==> config.mk <==
export PLATFORM = sky130hd
export DESIGN_NAME = ffm_frame_monitor_regs
export DESIGN_NICKNAME = d
export VERILOG_FILES = /design/src/inc/ffm_pkg.sv /design/src/logic/ffm_addr_decode.sv /design/src/logic/ffm_frame_monitor_regs.sv /design/src/logic/ffm_word_reg.sv
export SDC_FILE = /design/constraint.sdc
export NUM_CORES = 1
export LEC_CHECK = 0
export BUFFER_PORTS_ARGS = -buffer_cell sky130_fd_sc_hd__buf_2
export CORE_UTILIZATION = 58
export DETAILED_ROUTE_END_ITERATION = 12
export HOLD_SLACK_MARGIN = 0.12
export PLACE_DENSITY = 0.91
export SLEW_MARGIN = 40
export SYNTH_ARGS = -nofsm -noshare
export SYNTH_HDL_FRONTEND = slang
export SYNTH_HIERARCHICAL = 1
export SYNTH_SLANG_ARGS = --single-unit
==> constraint.sdc <==
create_clock -name core_clk -period 5.4 [get_ports core_clk]
set_clock_uncertainty 0.2 [all_clocks]
set_input_delay 0.54 -clock core_clk [delete_from_list [all_inputs] [get_ports core_clk]]
set_output_delay 0.54 -clock core_clk [all_outputs]
set_load 0.02 [all_outputs]
==> src/inc/ffm_pkg.sv <==
`default_nettype none

package ffm_pkg;

    // ==========================================================
    // Bus geometry
    localparam int ADDR_W = 16;
    localparam int DATA_W = 32;
    localparam int IDX_W = 14;
    localparam int NUM_QTY = 7;

    // ==========================================================
    // Register indices (byte address is four times the index)
    localparam logic [IDX_W-1:0] IDX_CURRENT_ALPHA_AXIS = 14'h04DC;
    localparam logic [IDX_W-1:0] IDX_CURRENT_BETA_AXIS = 14'h04DE;
    localparam logic [IDX_W-1:0] IDX_VOLTAGE_ALPHA_AXIS = 14'h04E0;
    localparam logic [IDX_W-1:0] IDX_CURRENT_DIRECT_AXIS = 14'h04EC;
    localparam logic [IDX_W-1:0] IDX_CURRENT_QUAD_AXIS = 14'h04EE;
    localparam logic [IDX_W-1:0] IDX_VOLTAGE_DIRECT_AXIS = 14'h04F0;
    localparam logic [IDX_W-1:0] IDX_VOLTAGE_QUAD_AXIS = 14'h04F2;
    localparam logic [IDX_W-1:0] IDX_MONITOR_CONTROL = 14'h04F4;
    localparam logic [IDX_W-1:0] IDX_MONITOR_STATUS = 14'h04F6;

    // Slot order of the monitored quantities
    localparam int SLOT_CURRENT_ALPHA_AXIS = 0;
    localparam int SLOT_CURRENT_BETA_AXIS = 1;
    localparam int SLOT_VOLTAGE_ALPHA_AXIS = 2;
    localparam int SLOT_CURRENT_DIRECT_AXIS = 3;
    localparam int SLOT_CURRENT_QUAD_AXIS = 4;
    localparam int SLOT_VOLTAGE_DIRECT_AXIS = 5;
    localparam int SLOT_VOLTAGE_QUAD_AXIS = 6;

    localparam logic [IDX_W-1:0] QTY_INDEX [NUM_QTY] = '{
        IDX_CURRENT_ALPHA_AXIS, IDX_CURRENT_BETA_AXIS, IDX_VOLTAGE_ALPHA_AXIS,
        IDX_CURRENT_DIRECT_AXIS, IDX_CURRENT_QUAD_AXIS, IDX_VOLTAGE_DIRECT_AXIS,
        IDX_VOLTAGE_QUAD_AXIS
    };

    // ==========================================================
    // Fields and reset values
    localparam int FRAC_BITS = 27;
    localparam int CTRL_FREEZE_BIT = 0;
    localparam int STAT_FRESH_LSB = 0;
    localparam int STAT_FREEZE_BIT = 8;
    localparam logic [DATA_W-1:0] QTY_RESET = 32'h0000_0000;
    localparam logic FREEZE_RESET = 1'b0;
    localparam logic [NUM_QTY-1:0] FRESH_RESET = 7'h00;

    localparam logic [1:0] RESP_OKAY = 2'h0;
    localparam logic [1:0] RESP_SLVERR = 2'h2;

    typedef enum logic {WR_COLLECT, WR_RESP} ffm_wr_state_type;
    typedef enum logic {RD_IDLE, RD_DATA} ffm_rd_state_type;

endpackage

`default_nettype wire

==> src/logic/ffm_addr_decode.sv <==
`default_nettype none

module ffm_addr_decode
    import ffm_pkg::*;
(
    input wire logic [IDX_W-1:0] index,
    output logic [NUM_QTY-1:0] qty_sel,
    output logic ctrl_sel,
    output logic stat_sel,
    output logic hit
);

    always_comb begin
        for (int i = 0; i < NUM_QTY; i++) begin
            qty_sel[i] = (index == QTY_INDEX[i]);
        end
        ctrl_sel = (index == IDX_MONITOR_CONTROL);
        stat_sel = (index == IDX_MONITOR_STATUS);
        hit = (|qty_sel) || ctrl_sel || stat_sel;
    end

endmodule

`default_nettype wire

==> src/logic/ffm_frame_monitor_regs.sv <==
// Function
// Alpha current word, amps = word/2^27*6.25/8
// Beta current word, same current scaling
// Alpha voltage word, volts = word/2^27*60/sqrt3
// Direct-axis measured current, current scaling
// Quadrature-axis measured current, current scaling
// Direct-axis applied voltage, voltage scaling
// Quadrature-axis applied voltage, voltage scaling
// Full 32-bit two's complement field
// All monitor registers zero after reset
// Rotating-frame words at consecutive even offsets
// Reads free of side effects; writes ignored (here a status read clears the fresh flags and a control write sets the freeze)
//
// Local design decision: the AXI4-Lite slave port.
`default_nettype none

module ffm_frame_monitor_regs
    import ffm_pkg::*;
(
    input wire logic core_clk,
    input wire logic reset_n,
    input wire logic [ADDR_W-1:0] s_axil_awaddr,
    input wire logic [2:0] s_axil_awprot,
    input wire logic s_axil_awvalid,
    output logic s_axil_awready,
    input wire logic [DATA_W-1:0] s_axil_wdata,
    input wire logic [3:0] s_axil_wstrb,
    input wire logic s_axil_wvalid,
    output logic s_axil_wready,
    output logic [1:0] s_axil_bresp,
    output logic s_axil_bvalid,
    input wire logic s_axil_bready,
    input wire logic [ADDR_W-1:0] s_axil_araddr,
    input wire logic [2:0] s_axil_arprot,
    input wire logic s_axil_arvalid,
    output logic s_axil_arready,
    output logic [DATA_W-1:0] s_axil_rdata,
    output logic [1:0] s_axil_rresp,
    output logic s_axil_rvalid,
    input wire logic s_axil_rready,
    input wire logic [DATA_W-1:0] current_alpha_axis_in,
    input wire logic current_alpha_axis_strobe,
    input wire logic [DATA_W-1:0] current_beta_axis_in,
    input wire logic current_beta_axis_strobe,
    input wire logic [DATA_W-1:0] voltage_alpha_axis_in,
    input wire logic voltage_alpha_axis_strobe,
    input wire logic [DATA_W-1:0] current_direct_axis_in,
    input wire logic current_direct_axis_strobe,
    input wire logic [DATA_W-1:0] current_quad_axis_in,
    input wire logic current_quad_axis_strobe,
    input wire logic [DATA_W-1:0] voltage_direct_axis_in,
    input wire logic voltage_direct_axis_strobe,
    input wire logic [DATA_W-1:0] voltage_quad_axis_in,
    input wire logic voltage_quad_axis_strobe,
    output logic monitor_frozen
);

    // ==========================================================
    // Quantity inputs from the control algorithm
    logic [DATA_W-1:0] qty_in [NUM_QTY];
    logic [NUM_QTY-1:0] qty_strobe;
    logic [DATA_W-1:0] qty_value [NUM_QTY];
    logic [NUM_QTY-1:0] qty_load;

    assign qty_in[SLOT_CURRENT_ALPHA_AXIS] = current_alpha_axis_in;
    assign qty_in[SLOT_CURRENT_BETA_AXIS] = current_beta_axis_in;
    assign qty_in[SLOT_VOLTAGE_ALPHA_AXIS] = voltage_alpha_axis_in;
    assign qty_in[SLOT_CURRENT_DIRECT_AXIS] = current_direct_axis_in;
    assign qty_in[SLOT_CURRENT_QUAD_AXIS] = current_quad_axis_in;
    assign qty_in[SLOT_VOLTAGE_DIRECT_AXIS] = voltage_direct_axis_in;
    assign qty_in[SLOT_VOLTAGE_QUAD_AXIS] = voltage_quad_axis_in;

    assign qty_strobe[SLOT_CURRENT_ALPHA_AXIS] = current_alpha_axis_strobe;
    assign qty_strobe[SLOT_CURRENT_BETA_AXIS] = current_beta_axis_strobe;
    assign qty_strobe[SLOT_VOLTAGE_ALPHA_AXIS] = voltage_alpha_axis_strobe;
    assign qty_strobe[SLOT_CURRENT_DIRECT_AXIS] = current_direct_axis_strobe;
    assign qty_strobe[SLOT_CURRENT_QUAD_AXIS] = current_quad_axis_strobe;
    assign qty_strobe[SLOT_VOLTAGE_DIRECT_AXIS] = voltage_direct_axis_strobe;
    assign qty_strobe[SLOT_VOLTAGE_QUAD_AXIS] = voltage_quad_axis_strobe;

    // ==========================================================
    // Monitor control and freshness state
    logic freeze_reg;
    logic freeze_next;
    logic [NUM_QTY-1:0] fresh_reg;
    logic [NUM_QTY-1:0] fresh_next;

    // Freeze lets software read a coherent set across several reads
    assign qty_load = qty_strobe & {NUM_QTY{~freeze_reg}};

    genvar g;
    generate
        for (g = 0; g < NUM_QTY; g++) begin : gen_qty
            ffm_word_reg #(
                .WIDTH(DATA_W),
                .RESET_VALUE(QTY_RESET)
            ) u_word (
                .core_clk(core_clk),
                .reset_n(reset_n),
                .load(qty_load[g]),
                .load_value(qty_in[g]),
                .value(qty_value[g])
            );
        end
    endgenerate

    // ==========================================================
    // Write channel
    ffm_wr_state_type wr_state_reg;
    ffm_wr_state_type wr_state_next;
    logic aw_held_reg;
    logic aw_held_next;
    logic [ADDR_W-1:0] aw_addr_reg;
    logic [ADDR_W-1:0] aw_addr_next;
    logic w_held_reg;
    logic w_held_next;
    logic [DATA_W-1:0] w_data_reg;
    logic [DATA_W-1:0] w_data_next;
    logic [3:0] w_strb_reg;
    logic [3:0] w_strb_next;
    logic [1:0] bresp_reg;
    logic [1:0] bresp_next;

    logic aw_fire;
    logic w_fire;
    logic wr_commit;
    logic [ADDR_W-1:0] wr_addr;
    logic [DATA_W-1:0] wr_data;
    logic [3:0] wr_strb;
    logic [NUM_QTY-1:0] wr_qty_sel;
    logic wr_ctrl_sel;
    logic wr_stat_sel;
    logic wr_hit;

    assign s_axil_awready = (wr_state_reg == WR_COLLECT) && !aw_held_reg;
    assign s_axil_wready = (wr_state_reg == WR_COLLECT) && !w_held_reg;
    assign aw_fire = s_axil_awvalid && s_axil_awready;
    assign w_fire = s_axil_wvalid && s_axil_wready;
    assign wr_addr = aw_held_reg ? aw_addr_reg : s_axil_awaddr;
    assign wr_data = w_held_reg ? w_data_reg : s_axil_wdata;
    assign wr_strb = w_held_reg ? w_strb_reg : s_axil_wstrb;
    assign wr_commit = (wr_state_reg == WR_COLLECT) && (aw_held_reg || aw_fire)
        && (w_held_reg || w_fire);

    ffm_addr_decode u_wr_decode (
        .index(wr_addr[ADDR_W-1:2]),
        .qty_sel(wr_qty_sel),
        .ctrl_sel(wr_ctrl_sel),
        .stat_sel(wr_stat_sel),
        .hit(wr_hit)
    );

    always_comb begin
        wr_state_next = wr_state_reg;
        aw_held_next = aw_held_reg;
        aw_addr_next = aw_addr_reg;
        w_held_next = w_held_reg;
        w_data_next = w_data_reg;
        w_strb_next = w_strb_reg;
        bresp_next = bresp_reg;
        freeze_next = freeze_reg;
        case (wr_state_reg)
            WR_COLLECT: begin
                if (wr_commit) begin
                    wr_state_next = WR_RESP;
                    aw_held_next = 1'b0;
                    w_held_next = 1'b0;
                    // Monitor words accept the write but keep their value
                    bresp_next = wr_hit ? RESP_OKAY : RESP_SLVERR;
                    if (wr_ctrl_sel && wr_strb[0]) begin
                        freeze_next = wr_data[CTRL_FREEZE_BIT];
                    end
                end else begin
                    if (aw_fire) begin
                        aw_held_next = 1'b1;
                        aw_addr_next = s_axil_awaddr;
                    end
                    if (w_fire) begin
                        w_held_next = 1'b1;
                        w_data_next = s_axil_wdata;
                        w_strb_next = s_axil_wstrb;
                    end
                end
            end
            WR_RESP: begin
                if (s_axil_bready) begin
                    wr_state_next = WR_COLLECT;
                end
            end
            default: begin
                wr_state_next = WR_COLLECT;
            end
        endcase
    end

    always_ff @(posedge core_clk or negedge reset_n) begin
        if (!reset_n) begin
            wr_state_reg <= WR_COLLECT;
            aw_held_reg <= 1'b0;
            aw_addr_reg <= '0;
            w_held_reg <= 1'b0;
            w_data_reg <= '0;
            w_strb_reg <= '0;
            bresp_reg <= RESP_OKAY;
            freeze_reg <= FREEZE_RESET;
        end else begin
            wr_state_reg <= wr_state_next;
            aw_held_reg <= aw_held_next;
            aw_addr_reg <= aw_addr_next;
            w_held_reg <= w_held_next;
            w_data_reg <= w_data_next;
            w_strb_reg <= w_strb_next;
            bresp_reg <= bresp_next;
            freeze_reg <= freeze_next;
        end
    end

    assign s_axil_bvalid = (wr_state_reg == WR_RESP);
    assign s_axil_bresp = bresp_reg;
    assign monitor_frozen = freeze_reg;

    // ==========================================================
    // Read channel
    ffm_rd_state_type rd_state_reg;
    ffm_rd_state_type rd_state_next;
    logic [DATA_W-1:0] rdata_reg;
    logic [DATA_W-1:0] rdata_next;
    logic [1:0] rresp_reg;
    logic [1:0] rresp_next;

    logic ar_fire;
    logic [NUM_QTY-1:0] rd_qty_sel;
    logic rd_ctrl_sel;
    logic rd_stat_sel;
    logic rd_hit;
    logic [DATA_W-1:0] rd_word;

    assign s_axil_arready = (rd_state_reg == RD_IDLE);
    assign ar_fire = s_axil_arvalid && s_axil_arready;

    ffm_addr_decode u_rd_decode (
        .index(s_axil_araddr[ADDR_W-1:2]),
        .qty_sel(rd_qty_sel),
        .ctrl_sel(rd_ctrl_sel),
        .stat_sel(rd_stat_sel),
        .hit(rd_hit)
    );

    always_comb begin
        rd_word = '0;
        for (int i = 0; i < NUM_QTY; i++) begin
            if (rd_qty_sel[i]) begin
                rd_word = qty_value[i];
            end
        end
        if (rd_ctrl_sel) begin
            rd_word[CTRL_FREEZE_BIT] = freeze_reg;
        end
        if (rd_stat_sel) begin
            rd_word[STAT_FRESH_LSB +: NUM_QTY] = fresh_reg;
            rd_word[STAT_FREEZE_BIT] = freeze_reg;
        end
    end

    always_comb begin
        rd_state_next = rd_state_reg;
        rdata_next = rdata_reg;
        rresp_next = rresp_reg;
        case (rd_state_reg)
            RD_IDLE: begin
                if (ar_fire) begin
                    rd_state_next = RD_DATA;
                    rdata_next = rd_word;
                    rresp_next = rd_hit ? RESP_OKAY : RESP_SLVERR;
                end
            end
            RD_DATA: begin
                if (s_axil_rready) begin
                    rd_state_next = RD_IDLE;
                end
            end
            default: begin
                rd_state_next = RD_IDLE;
            end
        endcase
    end

    // Flags clear on a status read only, so word reads change nothing
    // A new value landing in that read cycle keeps its flag: set wins
    always_comb begin
        fresh_next = (fresh_reg & ~{NUM_QTY{ar_fire && rd_stat_sel}}) | qty_load;
    end

    always_ff @(posedge core_clk or negedge reset_n) begin
        if (!reset_n) begin
            rd_state_reg <= RD_IDLE;
            rdata_reg <= '0;
            rresp_reg <= RESP_OKAY;
            fresh_reg <= FRESH_RESET;
        end else begin
            rd_state_reg <= rd_state_next;
            rdata_reg <= rdata_next;
            rresp_reg <= rresp_next;
            fresh_reg <= fresh_next;
        end
    end

    assign s_axil_rvalid = (rd_state_reg == RD_DATA);
    assign s_axil_rdata = rdata_reg;
    assign s_axil_rresp = rresp_reg;

endmodule

`default_nettype wire

==> src/logic/ffm_word_reg.sv <==
`default_nettype none

module ffm_word_reg
    import ffm_pkg::*;
#(
    parameter int WIDTH = 32,
    parameter logic [WIDTH-1:0] RESET_VALUE = '0
) (
    input wire logic core_clk,
    input wire logic reset_n,
    input wire logic load,
    input wire logic [WIDTH-1:0] load_value,
    output logic [WIDTH-1:0] value
);

    logic [WIDTH-1:0] value_reg;
    logic [WIDTH-1:0] value_next;

    always_comb begin
        value_next = value_reg;
        if (load) begin
            value_next = load_value;
        end
    end

    always_ff @(posedge core_clk or negedge reset_n) begin
        if (!reset_n) begin
            value_reg <= RESET_VALUE;
        end else begin
            value_reg <= value_next;
        end
    end

    assign value = value_reg;

endmodule

`default_nettype wire

==> results.json, run 1 <==
{
  "outcome": "finished clean",
  "avgRoutedWirePerCell_um": 27.4,
  "num_vias": 12400,
  "largest_reg_flops": 224,
  "ctsHtreeMaxLevel": 1,
  "numCtsBuffers": 30,
  "post-route-period-util_pct": 55.4,
  "worstPathCellList": "buf_2 -> nor4b_4 -> nand2_1 -> nor2_4 -> nor2b_4 -> a221oi_1 -> a31oi_1",
  "gr-total-overflow": 0,
  "timing_max_transition_violations_final": 0,
  "hp-class": "in -> reg",
  "vdd_drop_max_mv": 0.294,
  "port_buffers": 307,
  "cts_resized": 0,
  "worst_setup_path_end_kind": "flop",
  "num_io_pins": 354,
  "yosysWarnings": 6,
  "leakagePower_nw": 9.14,
  "fin_crit_ns": 2.99,
  "drc": 0,
  "clock-sinks": 286,
  "synthToLayoutAreaGrowth_pct": 34.6,
  "grt_pass1_vias": 13600,
  "cts_tree": "built",
  "die_h_um": 160,
  "final_area_um2": 19400,
  "die_w_um": 160,
  "finalHoldViolCount": 0,
  "rrSetupSlack_ns": 2.69,
  "crit_path_max_incr_delay_ns": 0.77,
  "grt_max_degree": 137,
  "setup_viol": 0,
  "drive_gt1_share_pct": 41.8,
  "powerDensity_nw_per_um2": 318,
  "fmax_mhz": 334,
  "syn_inst": 1060,
  "antenna_found_initial": 11,
  "antenna_left": 0,
  "clk_latency_ns": 0.54,
  "worstMarginPinSlew_ns": 0.849,
  "root_buffer": "clkbuf_16",
  "nets": 1897,
  "required_ns": 5.64,
  "postSynthAreaPerCell_um2": 13.6,
  "gp_congestion": 0.904,
  "power.total_mw": 6.18,
  "critPathSlowestCell": "nor2b_4",
  "core_area_um2": 24400,
  "rsz0062_at_grt": "no",
  "syn-cell-area_um2": 14400,
  "criticalPathCategory": "in -> reg",
  "first_iter_violations": 1280,
  "place_area_um2": 15900,
  "fin_setup_tns_ns": 0,
  "viasPerCell": 6.37,
  "max-cap-violations": 0,
  "crit_arrival_ns": 3.24,
  "path_max_fanout": 23,
  "dp_hpwl_um": 26700,
  "maxSlewHeadroom_pct": 43.4,
  "firstDrtPassIters": 7,
  "die-area_um2": 25500,
  "row_count": 57,
  "totalWireLength_um": 53400,
  "start_util_pct": 59.2,
  "clockBufferDepth": 3,
  "nFillCells": 1265,
  "clkTransAtPathRegs_ns": 0.06,
  "cp-start-kind": "input port",
  "grt_usage_pct": 42.0,
  "grt_pass1_wl_um": 80400
}
==> cell usage in the layout, fill, tap and decap left out, types with 3 or more instances in the layout <==
cell             n
nor2b_2          3
buf_4           18
mux2i_1          8
dfrtp_1        285
nor4_2           3
a21o_1           8
nand3_1         28
a221o_1         30
clkbuf_16       31
nor2_4           5
clkbuf_1         9
o21ai_0         14
a21oi_2          8
diode_2         13
buf_2          306
clkbuf_8         7
mux2_4         220
o2111ai_1       24
mux2_2          35
nor2b_4          8
a221oi_1        24
clkinv_2         4
nor2_1          10
nand2b_1        24
inv_2            3
nand2_1         21
nor3b_1          7
a22oi_1          7
nand3_2          3
bufinv_16        4
inv_1           51
a31oi_1         29
dlygate4sd3_1  246
a21oi_1         84
nor2b_1         11
==> layer usage <==
layer  GRT usage [%]  wire [µm]  share of wire, %
met1            47.2      18000                34
met4            32.8       4900               9.2
met3            11.9       5410                10
met5               0         13             0.024
met2            67.7      25000                47
==> layout make-up <==
cell class	count	area, µm²	share of cell area [%]
Timing Repair Buffer	574	4220	21.7
Multi-Input combinational cell	639	6380	32.8
Tap cell	324	405	2.09
Antenna cell	13	32.5	0.167
Clock inverter	8	140	0.721
Inverter	54	203	1.04
Sequential cell	286	7160	36.8
Clock buffer	47	906	4.66
==> stage by stage <==
stage / util (%) / setup WS (ns) / hold slack, ns / std cells
after detailed placement: 65.1 / 1.98 / 0.266 / 1630
after global placement: 64.9 / 1.85 / 0.253 / 1629
after floorplan: - / 3.02 / 0.0444 / 1061
after global routing: 79.7 / 2.30 / 0.288 / 1941
final: 79.7 / 2.41 / 0.210 / 1945
after CTS: 79.5 / 2.51 / 0.204 / 1931
==> worst max-delay path: cells and delay by family <==
| family | cells | cell delay [ns] |
|---|---|---|
| and+or+nand+nor | 4 | 1.93 |
| AOI/OAI and AO/OA | 2 | 0.62 |
| buffers and inverters | 1 | 0.11 |
==> final timing paths <==
kind | startpoint | to | depth (start not counted)
setup / recovery | s_axil_araddr[13] | s_axil_rdata[17] | 7
hold / removal | s_axil_araddr[10] | s_axil_rresp[1] | 5
setup reg to reg | aw_held_reg | monitor_frozen | 7
hold reg to reg | fresh_reg[2] | fresh_reg[2] | 1
max in group asynchronous | reset_n | monitor_frozen | 4
min in group asynchronous | reset_n | gen_qty[6].u_word/value[14] | 2
==> where the power goes <==
part / switching (mW) / internal, mW
sequential: 0.242 / 2.42
clock: 0.904 / 1.34
combinational: 0.570 / 0.700
==> repair_timing <==
item,4_1_cts,5_1_grt
hold buffers,246,0
buffers inserted,0,0
endpoints found under the hold margin,358,0
Power figures use the tool's default switching activity.
==> run 2, diff against run 1 <==
CORE_UTILIZATION = 49   (was 58)
PLACE_DENSITY = 0.82   (was 0.91)
clock period = 2.75 ns   (was 5.4 ns; I/O delays follow)
==> run 2 against run 1 <==
  * First-iteration DRC count down 3.1%
  * Utilization down 10 points
  * Final cell count up 4.9%
  * Register-to-register slack worse by 2.4 ns
  * Non-clock buffer count up 33
  * Hold slack worse by 0.066 ns
  * Flip-flop and latch count unchanged
  * Die area up 18%
  * Sequential power up 94%
  * Power up 100%
==> results.json, run 2 (synthesis results as in run 1) <==
{
  "antenna_left": 0,
  "crit_arrival_ns": 2.76,
  "crit_path_max_incr_delay_ns": 0.59,
  "numCtsBuffers": 30,
  "nets": 1930,
  "fin_setup_tns_ns": 0,
  "ctsHtreeMaxLevel": 1,
  "clock-sinks": 286,
  "cts_resized": 0,
  "worstPathCellList": "dlygate4sd3_1 -> buf_2 -> inv_2 -> nand3_2 -> nor4_2 -> buf_4 -> or3b_4 -> a21oi_2 -> dlygate4sd3_1 -> nand2_1 -> o21ai_1",
  "setup_viol": 0,
  "rsz0062_at_grt": "no",
  "hp-class": "in -> async",
  "viasPerCell": 5.97,
  "outcome": "finished clean",
  "layout_common_cells": "buf_2, dfrtp_1, dlygate4sd3_1",
  "core_area_um2": 28900,
  "cpMostUsedCell": "dlygate4sd3_1",
  "dp_hpwl_um": 27400,
  "row_count": 62,
  "grt_max_degree": 74,
  "final_common_cell": "buf_2",
  "finalWorstSetupSlack_ns": 0.215,
  "timing.rr.start": "monitor_frozen",
  "leakagePower_nw": 9.38,
  "critPathSlowestCell": "dlygate4sd3_1",
  "largest_reg_flops": 224,
  "port_buffers": 307,
  "cts_tree": "built",
  "fin_util_pct": 69.5,
  "grt_usage_pct": 33.9,
  "nFillCells": 1875,
  "regArea_um2": 7160,
  "root_buffer": "clkbuf_16",
  "fin_crit_ns": 2.53,
  "first_iter_violations": 1240,
  "clkTransAtPathRegs_ns": 0.06,
  "firstDrtPassIters": 5,
  "timing_max_transition_violations_final": 0,
  "final_area_um2": 20000,
  "gp_congestion": 0.866,
  "path_max_fanout": 10,
  "pre_cts_ws_ns": 0.227,
  "max-cap-violations": 0,
  "criticalPathCategory": "in -> reg",
  "num_io_pins": 354,
  "grt_pass1_wl_um": 78000,
  "worst_setup_path_end_kind": "flop",
  "num_vias": 12200,
  "antenna_found_initial": 11,
  "vdd_drop_max_mv": 0.552,
  "synthToLayoutAreaGrowth_pct": 38.8,
  "clk_latency_ns": 0.56,
  "fmax_mhz": 395,
  "critical_path.top_delay_family": "buffers and inverters",
  "totalWireLength_um": 51700,
  "gr-total-overflow": 0,
  "multi_input_area_um2": 6370,
  "required_ns": 2.97,
  "die-area_um2": 30200,
  "maxSlewHeadroom_pct": 42.4,
  "grt_pass1_vias": 13100,
  "dp_cells": 1707,
  "crit_buf_inv": 5,
  "critPathLaunch": "s_axil_araddr[10]",
  "whs_ns": 0.144,
  "drc": 0,
  "post-route-period-util_pct": 92.2,
  "start_util_pct": 50.0,
  "layout.cells.non_filler": 2040,
  "power.total_mw": 12.4,
  "drive_gt1_share_pct": 42.0,
  "worstMarginPinSlew_ns": 0.864,
  "die_h_um": 174,
  "die_w_um": 174,
  "cp-start-kind": "input port",
  "finalHoldViolCount": 0,
  "powerDensity_nw_per_um2": 619,
  "clockBufferDepth": 3,
  "avgRoutedWirePerCell_um": 25.3,
  "place_area_um2": 16200
}
-- run 2: cell count changes in the layout (fill, tap and decap cells not counted), moves of 2 or more --
cell,previous run,this run
buf_4,18,20
bufinv_16,4,7
clkbuf_8,7,5
buf_12,1,17
clkinv_2,4,7
dlygate4sd3_1,246,262
clkbuf_1,9,6
-- run 2: metal layers --
| metal | routed length, µm | track usage [%] | vias to the layer above |
|---|---|---|---|
| met5 | 0 | 0 | - |
| met2 | 24700 | 55.8 | 907 |
| met1 | 18500 | 40.3 | 5993 |
| met4 | 3750 | 21.7 | 0 |
| li1 | - | - | 4993 |
| met3 | 4690 | 7.50 | 294 |
-- run 2: timing repair --
action,CTS,global route
hold buffers,263,0
setup endpoints to repair,0,0
endpoints found under the hold margin,534,0
setup buffers,0,0
-- run 2: worst reg2reg max path, cell delays in order (launching register included) --
cell and delay (ns):
dfrtp_1 0.69, nor2b_4 0.53, mux2_4 0.35, dlygate4sd3_1 0.60
-- run 2: cell type report --
| class | instances | area share, % |
|---|---|---|
| Inverter | 54 | 1.01 |
| Timing Repair Buffer | 607 | 23.4 |
| Antenna cell | 14 | 0.175 |
| Clock inverter | 14 | 1.22 |
| Sequential cell | 286 | 35.7 |
| Clock buffer | 42 | 4.33 |
| Multi-Input combinational cell | 639 | 31.8 |
| Tap cell | 384 | 2.40 |
-- run 2: final timing paths --
path,end,slack (ns),cells past startpoint
min reg2reg,fresh_reg[0],0.29,1
min in group core_clk,fresh_reg[0],0.16,4
max in group asynchronous,gen_qty[0].u_word/value[31],1.80,3
min,gen_qty[6].u_word/value[6],0.14,3
max reg2reg,gen_qty[2].u_word/value[4],0.25,3
max,s_axil_rdata[0],0.22,11
-- run 2: where the power goes --
group	internal [mW]	switching (mW)	total [mW]	leakage, nW
sequential	4.76	0.432	5.19	3.37
combinational	1.46	1.14	2.59	5.46
clock	2.85	1.77	4.62	0.551
total	9.06	3.34	12.4	9.38
